## src/shared/dst_pkg.sv

```systemverilog
// shared constants, command codes and bit helpers of the disc sequencer
`default_nettype none
package dst_pkg;
   // timing at a 100 ns reference clock
   localparam int unsigned CLK_NS    = 100;
   localparam int unsigned START_NS  = 16000;
   localparam int unsigned SECTOR_NS = 527000;
   localparam int unsigned PRE_NS    = 28000;
   localparam int unsigned TMR_W     = 13;
   localparam logic [TMR_W-1:0] START_CYC =
      TMR_W'((START_NS + CLK_NS - 1) / CLK_NS);
   localparam int unsigned PRE_CYC_D = (SECTOR_NS - PRE_NS) / CLK_NS;
   localparam logic [TMR_W-1:0] TMR_MAX = 13'h1fff;
   // geometry
   localparam logic [5:0] LAST_SECT = 6'h3f;
   localparam logic [5:0] LAST_BAND = 6'h3f;
   localparam logic [5:0] LAST_WORD = 6'h3f;
   localparam logic [2:0] LAST_STEP = 3'h5;
   localparam logic [5:0] IMM_SKIP  = 6'h02;
   localparam int unsigned WORD_W   = 24;
   localparam int unsigned CNT_W    = 15;
   // address word fields (bit 23 is the word's most significant bit)
   localparam int unsigned UNIT_LSB    = 13;
   localparam int unsigned BAND_LSB    = 6;
   localparam int unsigned SECT_LSB    = 0;
   localparam int unsigned INHIBIT_BIT = 9;
   localparam int unsigned ARM_WR_BIT  = 0;

   typedef enum logic [2:0] {
      OP_NONE, OP_ALERT, OP_LOAD, OP_CONN_RD, OP_CONN_WR, OP_ARM, OP_SENSE
   } dst_op_t;

   // word bit carried by track t at bit step s: track t holds octal
   // digits t and t+4, each sent most significant bit first
   function automatic logic [4:0] dst_bit_idx(input logic [1:0] t,
                                              input logic [2:0] s);
      int d;
      int b;
      d = int'(t) + ((s >= 3'h3) ? 4 : 0);
      b = (s >= 3'h3) ? int'(s) - 3 : int'(s);
      return 5'(23 - (3 * d + b));
   endfunction
endpackage
`default_nettype wire

```

## src/shared/dst_link_if.sv

```systemverilog
// link between the disc sequencer and the host word channel
`default_nettype none
interface dst_link_if;
   logic                 cmd_valid;
   dst_pkg::dst_op_t     cmd_op;
   logic [23:0]          cmd_word;
   logic                 chan_conn;
   logic [23:0]          wdata;
   logic                 wvalid;
   logic [23:0]          rdata;
   logic                 rvalid;
   logic                 wreq;
   logic                 eor;
   logic                 sect_irq;
   logic [5:0]           pin_sector;
   logic                 pin_valid;
   logic                 busy;
   logic                 err;

   modport dev (
      input  cmd_valid, cmd_op, cmd_word, chan_conn, wdata, wvalid,
      output rdata, rvalid, wreq, eor, sect_irq, pin_sector, pin_valid,
             busy, err
   );
   modport hst (
      output cmd_valid, cmd_op, cmd_word, chan_conn, wdata, wvalid,
      input  rdata, rvalid, wreq, eor, sect_irq, pin_sector, pin_valid,
             busy, err
   );
endinterface
`default_nettype wire

```

## src/hw/dst_dev.sv

```systemverilog
// disc end: sector sequencing, four-track bit transfer, band stepping
`default_nettype none
// Behaviour
// - transfers always start at a sector's first word
// - unsupplied tail words of a sector written zero
// - host disconnects at zero count, takes nothing more
// - sector wrap advances band by one by default
// - inhibit bit keeps band fixed at wrap
// - sense returns sector now arriving under heads
// - immediate start sector is reported sector plus two
// - end-of-record after last sector; host reloads in gap
// - armed search interrupts 28 us before target sector
// - host answers sector interrupt with a connect
// - four tracks carry four bits in parallel
// - band field of address selects heads
// - data starts 16 us after sector mark
// - continuing past unit's final sector flags error unless inhibit bit set
// - index pulse starts each of 64 sectors
module dst_dev #(
   parameter int unsigned PRE_CYC = dst_pkg::PRE_CYC_D
) (
   // clock and reset
   input  wire logic       ref_clk,
   input  wire logic       rst,
   // host channel link
   dst_link_if.dev         lnk,
   // disc timing and data
   input  wire logic       sector_mark,
   input  wire logic       bit_tick,
   input  wire logic [3:0] rd_nib,
   output logic      [3:0] wr_nib,
   output logic            wr_gate,
   output logic      [5:0] band_sel,
   output logic      [1:0] unit_sel
);
   typedef enum logic [2:0] {
      ST_IDLE, ST_WAIT, ST_LEAD, ST_DATA, ST_GAP
   } dst_state_t;

   dst_state_t                    state;
   logic [5:0]                    sector_cnt;
   logic [dst_pkg::TMR_W-1:0]     sect_tmr;
   logic [1:0]                    unit;
   logic [5:0]                    band;
   logic [5:0]                    sect;
   logic                          inhibit;
   logic                          writing;
   logic                          wrap_end;
   logic [2:0]                    step;
   logic [5:0]                    wcnt;
   logic [23:0]                   wbuf;
   logic [23:0]                   rbuf;
   logic [23:0]                   next_rbuf;
   logic [3:0]                    next_nib;
   logic [5:0]                    next_sect;
   logic [dst_pkg::TMR_W-1:0]     pre_cyc;

   assign next_sect = sector_cnt + 6'h01;
   assign pre_cyc   = dst_pkg::TMR_W'(PRE_CYC);

   // each track contributes or takes one bit per tick
   always_comb begin
      next_rbuf = rbuf;
      next_nib  = 4'h0;
      for (int t = 0; t < 4; t++) begin
         next_rbuf[dst_pkg::dst_bit_idx(2'(t), step)] = rd_nib[t];
         next_nib[t] = wbuf[dst_pkg::dst_bit_idx(2'(t), step)];
      end
   end

   // sector counter and timer; head selection follows at each mark
   always_ff @(posedge ref_clk) begin
      if (rst) begin
         sector_cnt <= 6'h00;
         sect_tmr   <= '0;
         band_sel   <= 6'h00;
         unit_sel   <= 2'h0;
      end else if (sector_mark) begin
         sector_cnt <= next_sect;
         sect_tmr   <= '0;
         band_sel   <= band;
         unit_sel   <= unit;
      end else if (sect_tmr != dst_pkg::TMR_MAX) begin
         sect_tmr <= sect_tmr + 13'h0001;
      end
   end

   // write word buffer: host word, or zero once the host has left
   always_ff @(posedge ref_clk) begin
      if (rst) begin
         wbuf <= 24'h000000;
      end else if (lnk.wreq && !lnk.chan_conn) begin
         wbuf <= 24'h000000;
      end else if (lnk.wvalid) begin
         wbuf <= lnk.wdata;
      end
   end

   // commands and the transfer sequence
   always_ff @(posedge ref_clk) begin
      if (rst) begin
         state          <= ST_IDLE;
         unit           <= 2'h0;
         band           <= 6'h00;
         sect           <= 6'h00;
         inhibit        <= 1'b0;
         writing        <= 1'b0;
         wrap_end       <= 1'b0;
         step           <= 3'h0;
         wcnt           <= 6'h00;
         rbuf           <= 24'h000000;
         wr_nib         <= 4'h0;
         wr_gate        <= 1'b0;
         lnk.rdata      <= 24'h000000;
         lnk.rvalid     <= 1'b0;
         lnk.wreq       <= 1'b0;
         lnk.eor        <= 1'b0;
         lnk.sect_irq   <= 1'b0;
         lnk.pin_sector <= 6'h00;
         lnk.pin_valid  <= 1'b0;
         lnk.busy       <= 1'b0;
         lnk.err        <= 1'b0;
      end else begin
         lnk.rvalid    <= 1'b0;
         lnk.wreq      <= 1'b0;
         lnk.eor       <= 1'b0;
         lnk.sect_irq  <= 1'b0;
         lnk.pin_valid <= 1'b0;
         lnk.busy      <= (state != ST_IDLE);
         if (lnk.cmd_valid) begin
            unique case (lnk.cmd_op)
               dst_pkg::OP_ALERT: begin
                  if (state == ST_IDLE) begin
                     inhibit <= lnk.cmd_word[dst_pkg::INHIBIT_BIT];
                     lnk.err <= 1'b0;
                  end else begin
                     lnk.err <= 1'b1;
                  end
               end
               dst_pkg::OP_LOAD: begin
                  // reloading the address mid-transfer is refused
                  if (state == ST_IDLE) begin
                     unit <= lnk.cmd_word[dst_pkg::UNIT_LSB +: 2];
                     band <= lnk.cmd_word[dst_pkg::BAND_LSB +: 6];
                     sect <= lnk.cmd_word[dst_pkg::SECT_LSB +: 6];
                  end else begin
                     lnk.err <= 1'b1;
                  end
               end
               dst_pkg::OP_SENSE: begin
                  lnk.pin_sector <= sector_cnt;
                  lnk.pin_valid  <= 1'b1;
               end
               dst_pkg::OP_CONN_RD,
               dst_pkg::OP_CONN_WR: begin
                  if (state == ST_IDLE || state == ST_WAIT) begin
                     writing  <= (lnk.cmd_op == dst_pkg::OP_CONN_WR);
                     wrap_end <= 1'b0;
                     state    <= ST_WAIT;
                  end
               end
               dst_pkg::OP_ARM: begin
                  if (state == ST_IDLE) begin
                     writing  <= lnk.cmd_word[dst_pkg::ARM_WR_BIT];
                     wrap_end <= 1'b0;
                     state    <= ST_WAIT;
                  end
               end
               default: ;
            endcase
         end
         unique case (state)
            ST_IDLE: ;
            ST_WAIT: begin
               // search runs without the channel; warn ahead of target
               if (!lnk.chan_conn && next_sect == sect
                   && sect_tmr == pre_cyc) begin
                  lnk.sect_irq <= 1'b1;
               end
               if (sector_mark && lnk.chan_conn && next_sect == sect) begin
                  state    <= ST_LEAD;
                  wr_gate  <= writing;
                  lnk.wreq <= writing;
               end
            end
            ST_LEAD: begin
               if (sect_tmr == dst_pkg::START_CYC) begin
                  state <= ST_DATA;
                  step  <= 3'h0;
                  wcnt  <= 6'h00;
               end
            end
            ST_DATA: begin
               if (bit_tick) begin
                  if (writing) begin
                     wr_nib <= next_nib;
                  end else begin
                     rbuf <= next_rbuf;
                  end
                  if (step == dst_pkg::LAST_STEP) begin
                     step <= 3'h0;
                     if (!writing) begin
                        lnk.rdata  <= next_rbuf;
                        lnk.rvalid <= 1'b1;
                     end
                     if (wcnt == dst_pkg::LAST_WORD) begin
                        state   <= ST_GAP;
                        wr_gate <= 1'b0;
                        sect    <= sect + 6'h01;
                        if (sect == dst_pkg::LAST_SECT) begin
                           lnk.eor <= 1'b1;
                           if (!inhibit) begin
                              if (band == dst_pkg::LAST_BAND) begin
                                 wrap_end <= 1'b1;
                              end else begin
                                 band <= band + 6'h01;
                              end
                           end
                        end
                     end else begin
                        wcnt     <= wcnt + 6'h01;
                        lnk.wreq <= writing;
                     end
                  end else begin
                     step <= step + 3'h1;
                  end
               end
            end
            ST_GAP: begin
               wr_nib <= 4'h0;
               if (sector_mark) begin
                  if (!lnk.chan_conn) begin
                     state <= ST_IDLE;
                  end else if (wrap_end) begin
                     lnk.err <= 1'b1;
                     state   <= ST_IDLE;
                  end else begin
                     state    <= ST_LEAD;
                     wr_gate  <= writing;
                     lnk.wreq <= writing;
                  end
               end
            end
            default: state <= ST_IDLE;
         endcase
      end
   end
endmodule
`default_nettype wire

```

## src/flat_wrapper.sv

```systemverilog
// flat-port wrapper written by rule: the top's interface ports become plain ports
module dst_dev_flat 
#(
   parameter int unsigned PRE_CYC = dst_pkg::PRE_CYC_D
)
  (ref_clk, rst, sector_mark, bit_tick, rd_nib, wr_nib, wr_gate, band_sel, unit_sel, lnk_cmd_valid, lnk_cmd_op, lnk_cmd_word, lnk_chan_conn, lnk_wdata, lnk_wvalid, lnk_rdata, lnk_rvalid, lnk_wreq, lnk_eor, lnk_sect_irq, lnk_pin_sector, lnk_pin_valid, lnk_busy, lnk_err);
  dst_link_if lnk_i ();
  input  wire logic ref_clk;
  input  wire logic rst;
  input  wire logic sector_mark;
  input  wire logic bit_tick;
  input  wire logic [3:0] rd_nib;
  output logic      [3:0] wr_nib;
  output logic wr_gate;
  output logic      [5:0] band_sel;
  output logic      [1:0] unit_sel;
  input wire logic [$bits(lnk_i.cmd_valid)-1:0] lnk_cmd_valid;
  input wire logic [$bits(lnk_i.cmd_op)-1:0] lnk_cmd_op;
  input wire logic [$bits(lnk_i.cmd_word)-1:0] lnk_cmd_word;
  input wire logic [$bits(lnk_i.chan_conn)-1:0] lnk_chan_conn;
  input wire logic [$bits(lnk_i.wdata)-1:0] lnk_wdata;
  input wire logic [$bits(lnk_i.wvalid)-1:0] lnk_wvalid;
  output wire logic [$bits(lnk_i.rdata)-1:0] lnk_rdata;
  output wire logic [$bits(lnk_i.rvalid)-1:0] lnk_rvalid;
  output wire logic [$bits(lnk_i.wreq)-1:0] lnk_wreq;
  output wire logic [$bits(lnk_i.eor)-1:0] lnk_eor;
  output wire logic [$bits(lnk_i.sect_irq)-1:0] lnk_sect_irq;
  output wire logic [$bits(lnk_i.pin_sector)-1:0] lnk_pin_sector;
  output wire logic [$bits(lnk_i.pin_valid)-1:0] lnk_pin_valid;
  output wire logic [$bits(lnk_i.busy)-1:0] lnk_busy;
  output wire logic [$bits(lnk_i.err)-1:0] lnk_err;
  assign lnk_i.cmd_valid = lnk_cmd_valid;
  assign lnk_i.cmd_op = lnk_cmd_op;
  assign lnk_i.cmd_word = lnk_cmd_word;
  assign lnk_i.chan_conn = lnk_chan_conn;
  assign lnk_i.wdata = lnk_wdata;
  assign lnk_i.wvalid = lnk_wvalid;
  assign lnk_rdata = lnk_i.rdata;
  assign lnk_rvalid = lnk_i.rvalid;
  assign lnk_wreq = lnk_i.wreq;
  assign lnk_eor = lnk_i.eor;
  assign lnk_sect_irq = lnk_i.sect_irq;
  assign lnk_pin_sector = lnk_i.pin_sector;
  assign lnk_pin_valid = lnk_i.pin_valid;
  assign lnk_busy = lnk_i.busy;
  assign lnk_err = lnk_i.err;
  dst_dev #(.PRE_CYC(PRE_CYC)) u_core (.ref_clk(ref_clk), .rst(rst), .lnk(lnk_i), .sector_mark(sector_mark), .bit_tick(bit_tick), .rd_nib(rd_nib), .wr_nib(wr_nib), .wr_gate(wr_gate), .band_sel(band_sel), .unit_sel(unit_sel));
endmodule
```

## config.mk

```make
export PLATFORM = sky130hd
export DESIGN_NAME = dst_dev_flat
export DESIGN_NICKNAME = d
export VERILOG_FILES = /design/src/shared/dst_pkg.sv /design/src/shared/dst_link_if.sv /design/src/hw/dst_dev.sv /design/src/flat_wrapper.sv
export SDC_FILE = /design/constraint.sdc
export NUM_CORES = 1
export LEC_CHECK = 0
export BUFFER_PORTS_ARGS = -buffer_cell sky130_fd_sc_hd__buf_2
export CAP_MARGIN = 40
export CELL_PAD_IN_SITES_DETAIL_PLACEMENT = 0
export CELL_PAD_IN_SITES_GLOBAL_PLACEMENT = 1
export CORE_MARGIN = 1.5
export CORE_UTILIZATION = 37
export DETAILED_ROUTE_END_ITERATION = 8
export PLACE_DENSITY = 0.7
export SYNTH_ARGS = -nofsm -noshare
export SYNTH_HDL_FRONTEND = slang
export SYNTH_SLANG_ARGS = --single-unit
```

## constraint.sdc

```tcl
create_clock -name ref_clk -period 4.9 [get_ports ref_clk]
set_input_delay 1.47 -clock ref_clk [delete_from_list [all_inputs] [get_ports ref_clk]]
set_output_delay 1.47 -clock ref_clk [all_outputs]
set_load 0.05 [all_outputs]
```

==> results_dict.tcl <==
set metrics [dict create \
    status "complete, no violations" \
    routabilityCongestion 0.8294 \
    crit_path_end_kind "flop" \
    rrSetupSlack_ns 0.31 \
    worst_slack_ns 0.3128 \
    antenna_cells 0 \
    reg2reg_to "u_core.lnk.rdata[3]" \
    synth_edf_count 0 \
    cts_buffers 17 \
    finalSetupTns_ns 0 \
    period_minus_slack_ns 4.587 \
    critPathMaxStageDelay_ns 0.66 \
    fin_nets 1178 \
    root_buffer "clkbuf_16" \
    maxSlewHeadroom 0.4202 \
    fin_crit_sh 0.9362 \
    syn_inst 1029 \
    clkLatencyLatePin_ns 0.44 \
    cp_max_fo 16 \
    hold_depth 2 \
    cts_buffer_depth 2 \
    grt_pass1_vias 8070 \
    io_pins 112 \
    clkTransAtPathRegs_ns 0.07 \
    first_pass_iters 5 \
    crit_family "XOR/XNOR gates" \
    drc 0 \
    crit_buf_inv 3 \
    post-place-cells 1396 \
    slew_viol_final 0 \
    crit_arrival_ns 4.92 \
    worstHoldStart "u_core.unit[1]" \
    p_total_mw 2.797 \
    hold_viol 0 \
    powerDensity_mw_per_mm2 267.8 \
    fin_skew_ns 0.01047 \
    whs_endpoint "u_core.unit[1]" \
    finish.utilization 0.4307 \
    synth_area_per_cell_um2 8.857 \
    leakagePower_nw 4.311 \
    drtIter0Drc 599 \
    critPathRequiredTime_ns 5.23 \
    synth_async_sr_flop_share 0 \
    fin_area_mm2 0.01044 \
    vias 8124 \
    htreeDepth 4 \
    antenna_found_initial 0 \
    cts_tree "done" \
    dieHeight_um 159.9 \
    core_area_mm2 0.02425 \
    layout-drive-gt1-share 0.2002 \
    yosys_most_used_dff "dfxtp_1" \
    syn2layout_area_growth_pct 14.59 \
    cp-start-kind "flop" \
    die_w_um 159.9 \
    grt_usage 0.2113 \
    worstReg2RegStart "u_core.step[0]" \
    rsz0062_at_grt "false" \
    initial_core_util 0.3759 \
    yosys_warnings 0 \
    clock-sinks 146 \
    rows 57 \
    rr_worst_depth 15 \
    critPathKind "reg2reg" \
    avgViaCountPerCell 5.689 \
    place_hpwl_mm 18.58 \
    grt-ovfl-total 0 \
    avgRoutedWirePerCell_um 18.53 \
    hp-class "reg2reg" \
    syn_area_mm2 0.009114 \
    maxCapViolCount 0 \
    worstMarginPinSlew_ns 0.8665 \
    finalSetupViolations 0 \
    routed_wirelength_mm 26.47 \
    final_cell_count_no_fill 1428 \
    clock.fmax_mhz 218.0 \
    grt_start_max_net_pins 44 \
    path_cells "ha_1, inv_1, ha_1, xnor2_4, inv_2, ha_1, ha_1, ha_1, nand2b_1, xnor2_2, buf_4, and3_1, a311oi_1, a221o_1, a32o_1" \
    cpMaxStageDelayCell "xnor2_2" \
    synth.yosys.seq_area_share 0.3207 \
    dpl_cell_area_mm2 0.009819 \
    pre_cts_slack_ns 0.3687 \
    syn-num-nets 1116 \
    irDropWorstVdd_mv 0.1793 \
    yosys_register_bits 146 \
    ant_nets 0 \
    die_area_mm2 0.02558 \
    grt_pass1_wl_mm 43.44 \
    portBuffers 101 \
    hold_ws_ns 0.4593 \
    ys_types 85 \
    crit_top_cell "ha_1" \
]
[how the worst max path moves through the flow]
stage / slack (ns) / endpoint / cells after the start / start
6_report: 0.31 / u_core.lnk.rdata[3] / 15 / u_core.step[0]
5_1_grt: 0.09 / u_core.rbuf[7] / 13 / u_core.step[0]
4_1_cts: 0.35 / u_core.rbuf[7] / 13 / u_core.step[0]
3_5_place_dp: 0.37 / u_core.lnk.rdata[7] / 13 / u_core.step[0]
3_3_place_gp: 0.44 / u_core.lnk.rdata[7] / 13 / u_core.step[0]
2_1_floorplan: 0.91 / u_core.lnk.rdata[7] / 16 / u_core.step[0]
[cells in the mapped netlist, types with 4 or more instances]
cell      instances  share of area
o22ai_1           5         0.0034
o221ai_1         14          0.013
clkbuf_1         49          0.020
xor2_1           15          0.014
a22o_1            7         0.0067
and3_1           25          0.017
nor3b_1           6         0.0049
ha_1             22          0.030
inv_1            21         0.0086
o21ai_0          16         0.0088
nand2_1         105          0.043
nor4_1            7         0.0048
a221oi_1         10         0.0096
nor2_1          106          0.044
nand2b_1          6         0.0041
nor2b_1          21          0.014
buf_2            14         0.0077
mux2_2           22          0.027
nand3b_1          4         0.0033
a311oi_1          5         0.0048
dfxtp_1         146           0.32
nand4_1          27          0.019
and2_1            5         0.0034
xnor2_1          15          0.014
nor4b_1           4         0.0038
buf_6             9          0.011
a221o_1           4         0.0044
mux4_1            7          0.020
buf_1             5         0.0021
o21ai_1           5         0.0027
a21oi_1          28          0.015
o311ai_1         14          0.013
mux2i_1          73          0.080
or3_1             7         0.0048
mux4_2            7          0.017
a32o_1           43          0.047
and4_1            8         0.0077
nor3_1           21          0.012
a31oi_1           4         0.0027
nand3_1          35          0.019
nand4b_1          4         0.0038
or2_2            12         0.0082
[layout by cell type, fill, tap and decap left out, types with 25 or more instances in the layout]
cell and n:
a21oi_1 28, a32o_1 43, and3_1 25, buf_2 101, dfxtp_1 146, mux2i_1 73, nand2_1 105, nand3_1 35
nand4_1 27, nor2_1 105
[per-layer routing]
metal | GRT usage | vias to the layer above | part of all wire | wire length [um]
met4 | 0.06500 | 0 | 0.017 | 454
met3 | 0.03662 | 35 | 0.051 | 1345
li1 | - | 3987 | - | -
met2 | 0.3555 | 225 | 0.48 | 12650
met5 | 0 | - | 0 | 0
met1 | 0.2756 | 3877 | 0.45 | 12010
[where the power goes]
part / total (mW) / leakage, nW / internal, mW / switching (mW)
Combinational: 0.160 / 2.82 / 0.0671 / 0.0926
Clock: 1.41 / 0.307 / 0.792 / 0.615
Sequential: 1.23 / 1.18 / 1.20 / 0.0256
Total: 2.80 / 4.31 / 2.06 / 0.733
[final cells by class]
class	count	area, um^2
clock inverters	14	182.7
flip-flops and latches	146	2923
inverters	23	86.33
clock buffers	18	439.2
multi-input cells	780	5729
repair buffers	123	678.2
fillers	2465	13800
well taps	324	405.4
[kinds of logic after synthesis]
group,synth area share
muxes,0.1448
DFF,0.3207
xor gates and xnor gates,0.03364
adders and majority gates,0.03679
buffers and inverters,0.05313
and+or+nand+nor,0.2372
AOI/OAI and AO/OA,0.1737
[sequential cells by signal, indices dropped and copies added (netlist names), 2 cells and up]
register	count
u_core.wr_nib	4
u_core.state	3
u_core.unit_sel	2
u_core.unit	2
u_core.lnk.rdata	24
u_core.band	6
u_core.rbuf	24
u_core.sect_tmr	13
u_core.wbuf	24
u_core.sector_cnt	6
u_core.sect	6
u_core.lnk.pin_sector	6
u_core.step	3
u_core.wcnt	6
u_core.band_sel	6
[tightest hold or removal path, cell delays in order, from the launching register on]
cell     delay, ns
dfxtp_1       0.31
nand2_1       0.05
a21oi_1       0.05
[timing repair]
action | 4_1_cts | 5_1_grt
resized for setup | 0 | 1
hold buffers | 0 | 0
setup buffers | 0 | 0
setup endpoints to repair | 0 | 1
No activity file was read; power rests on OpenSTA's default activity.
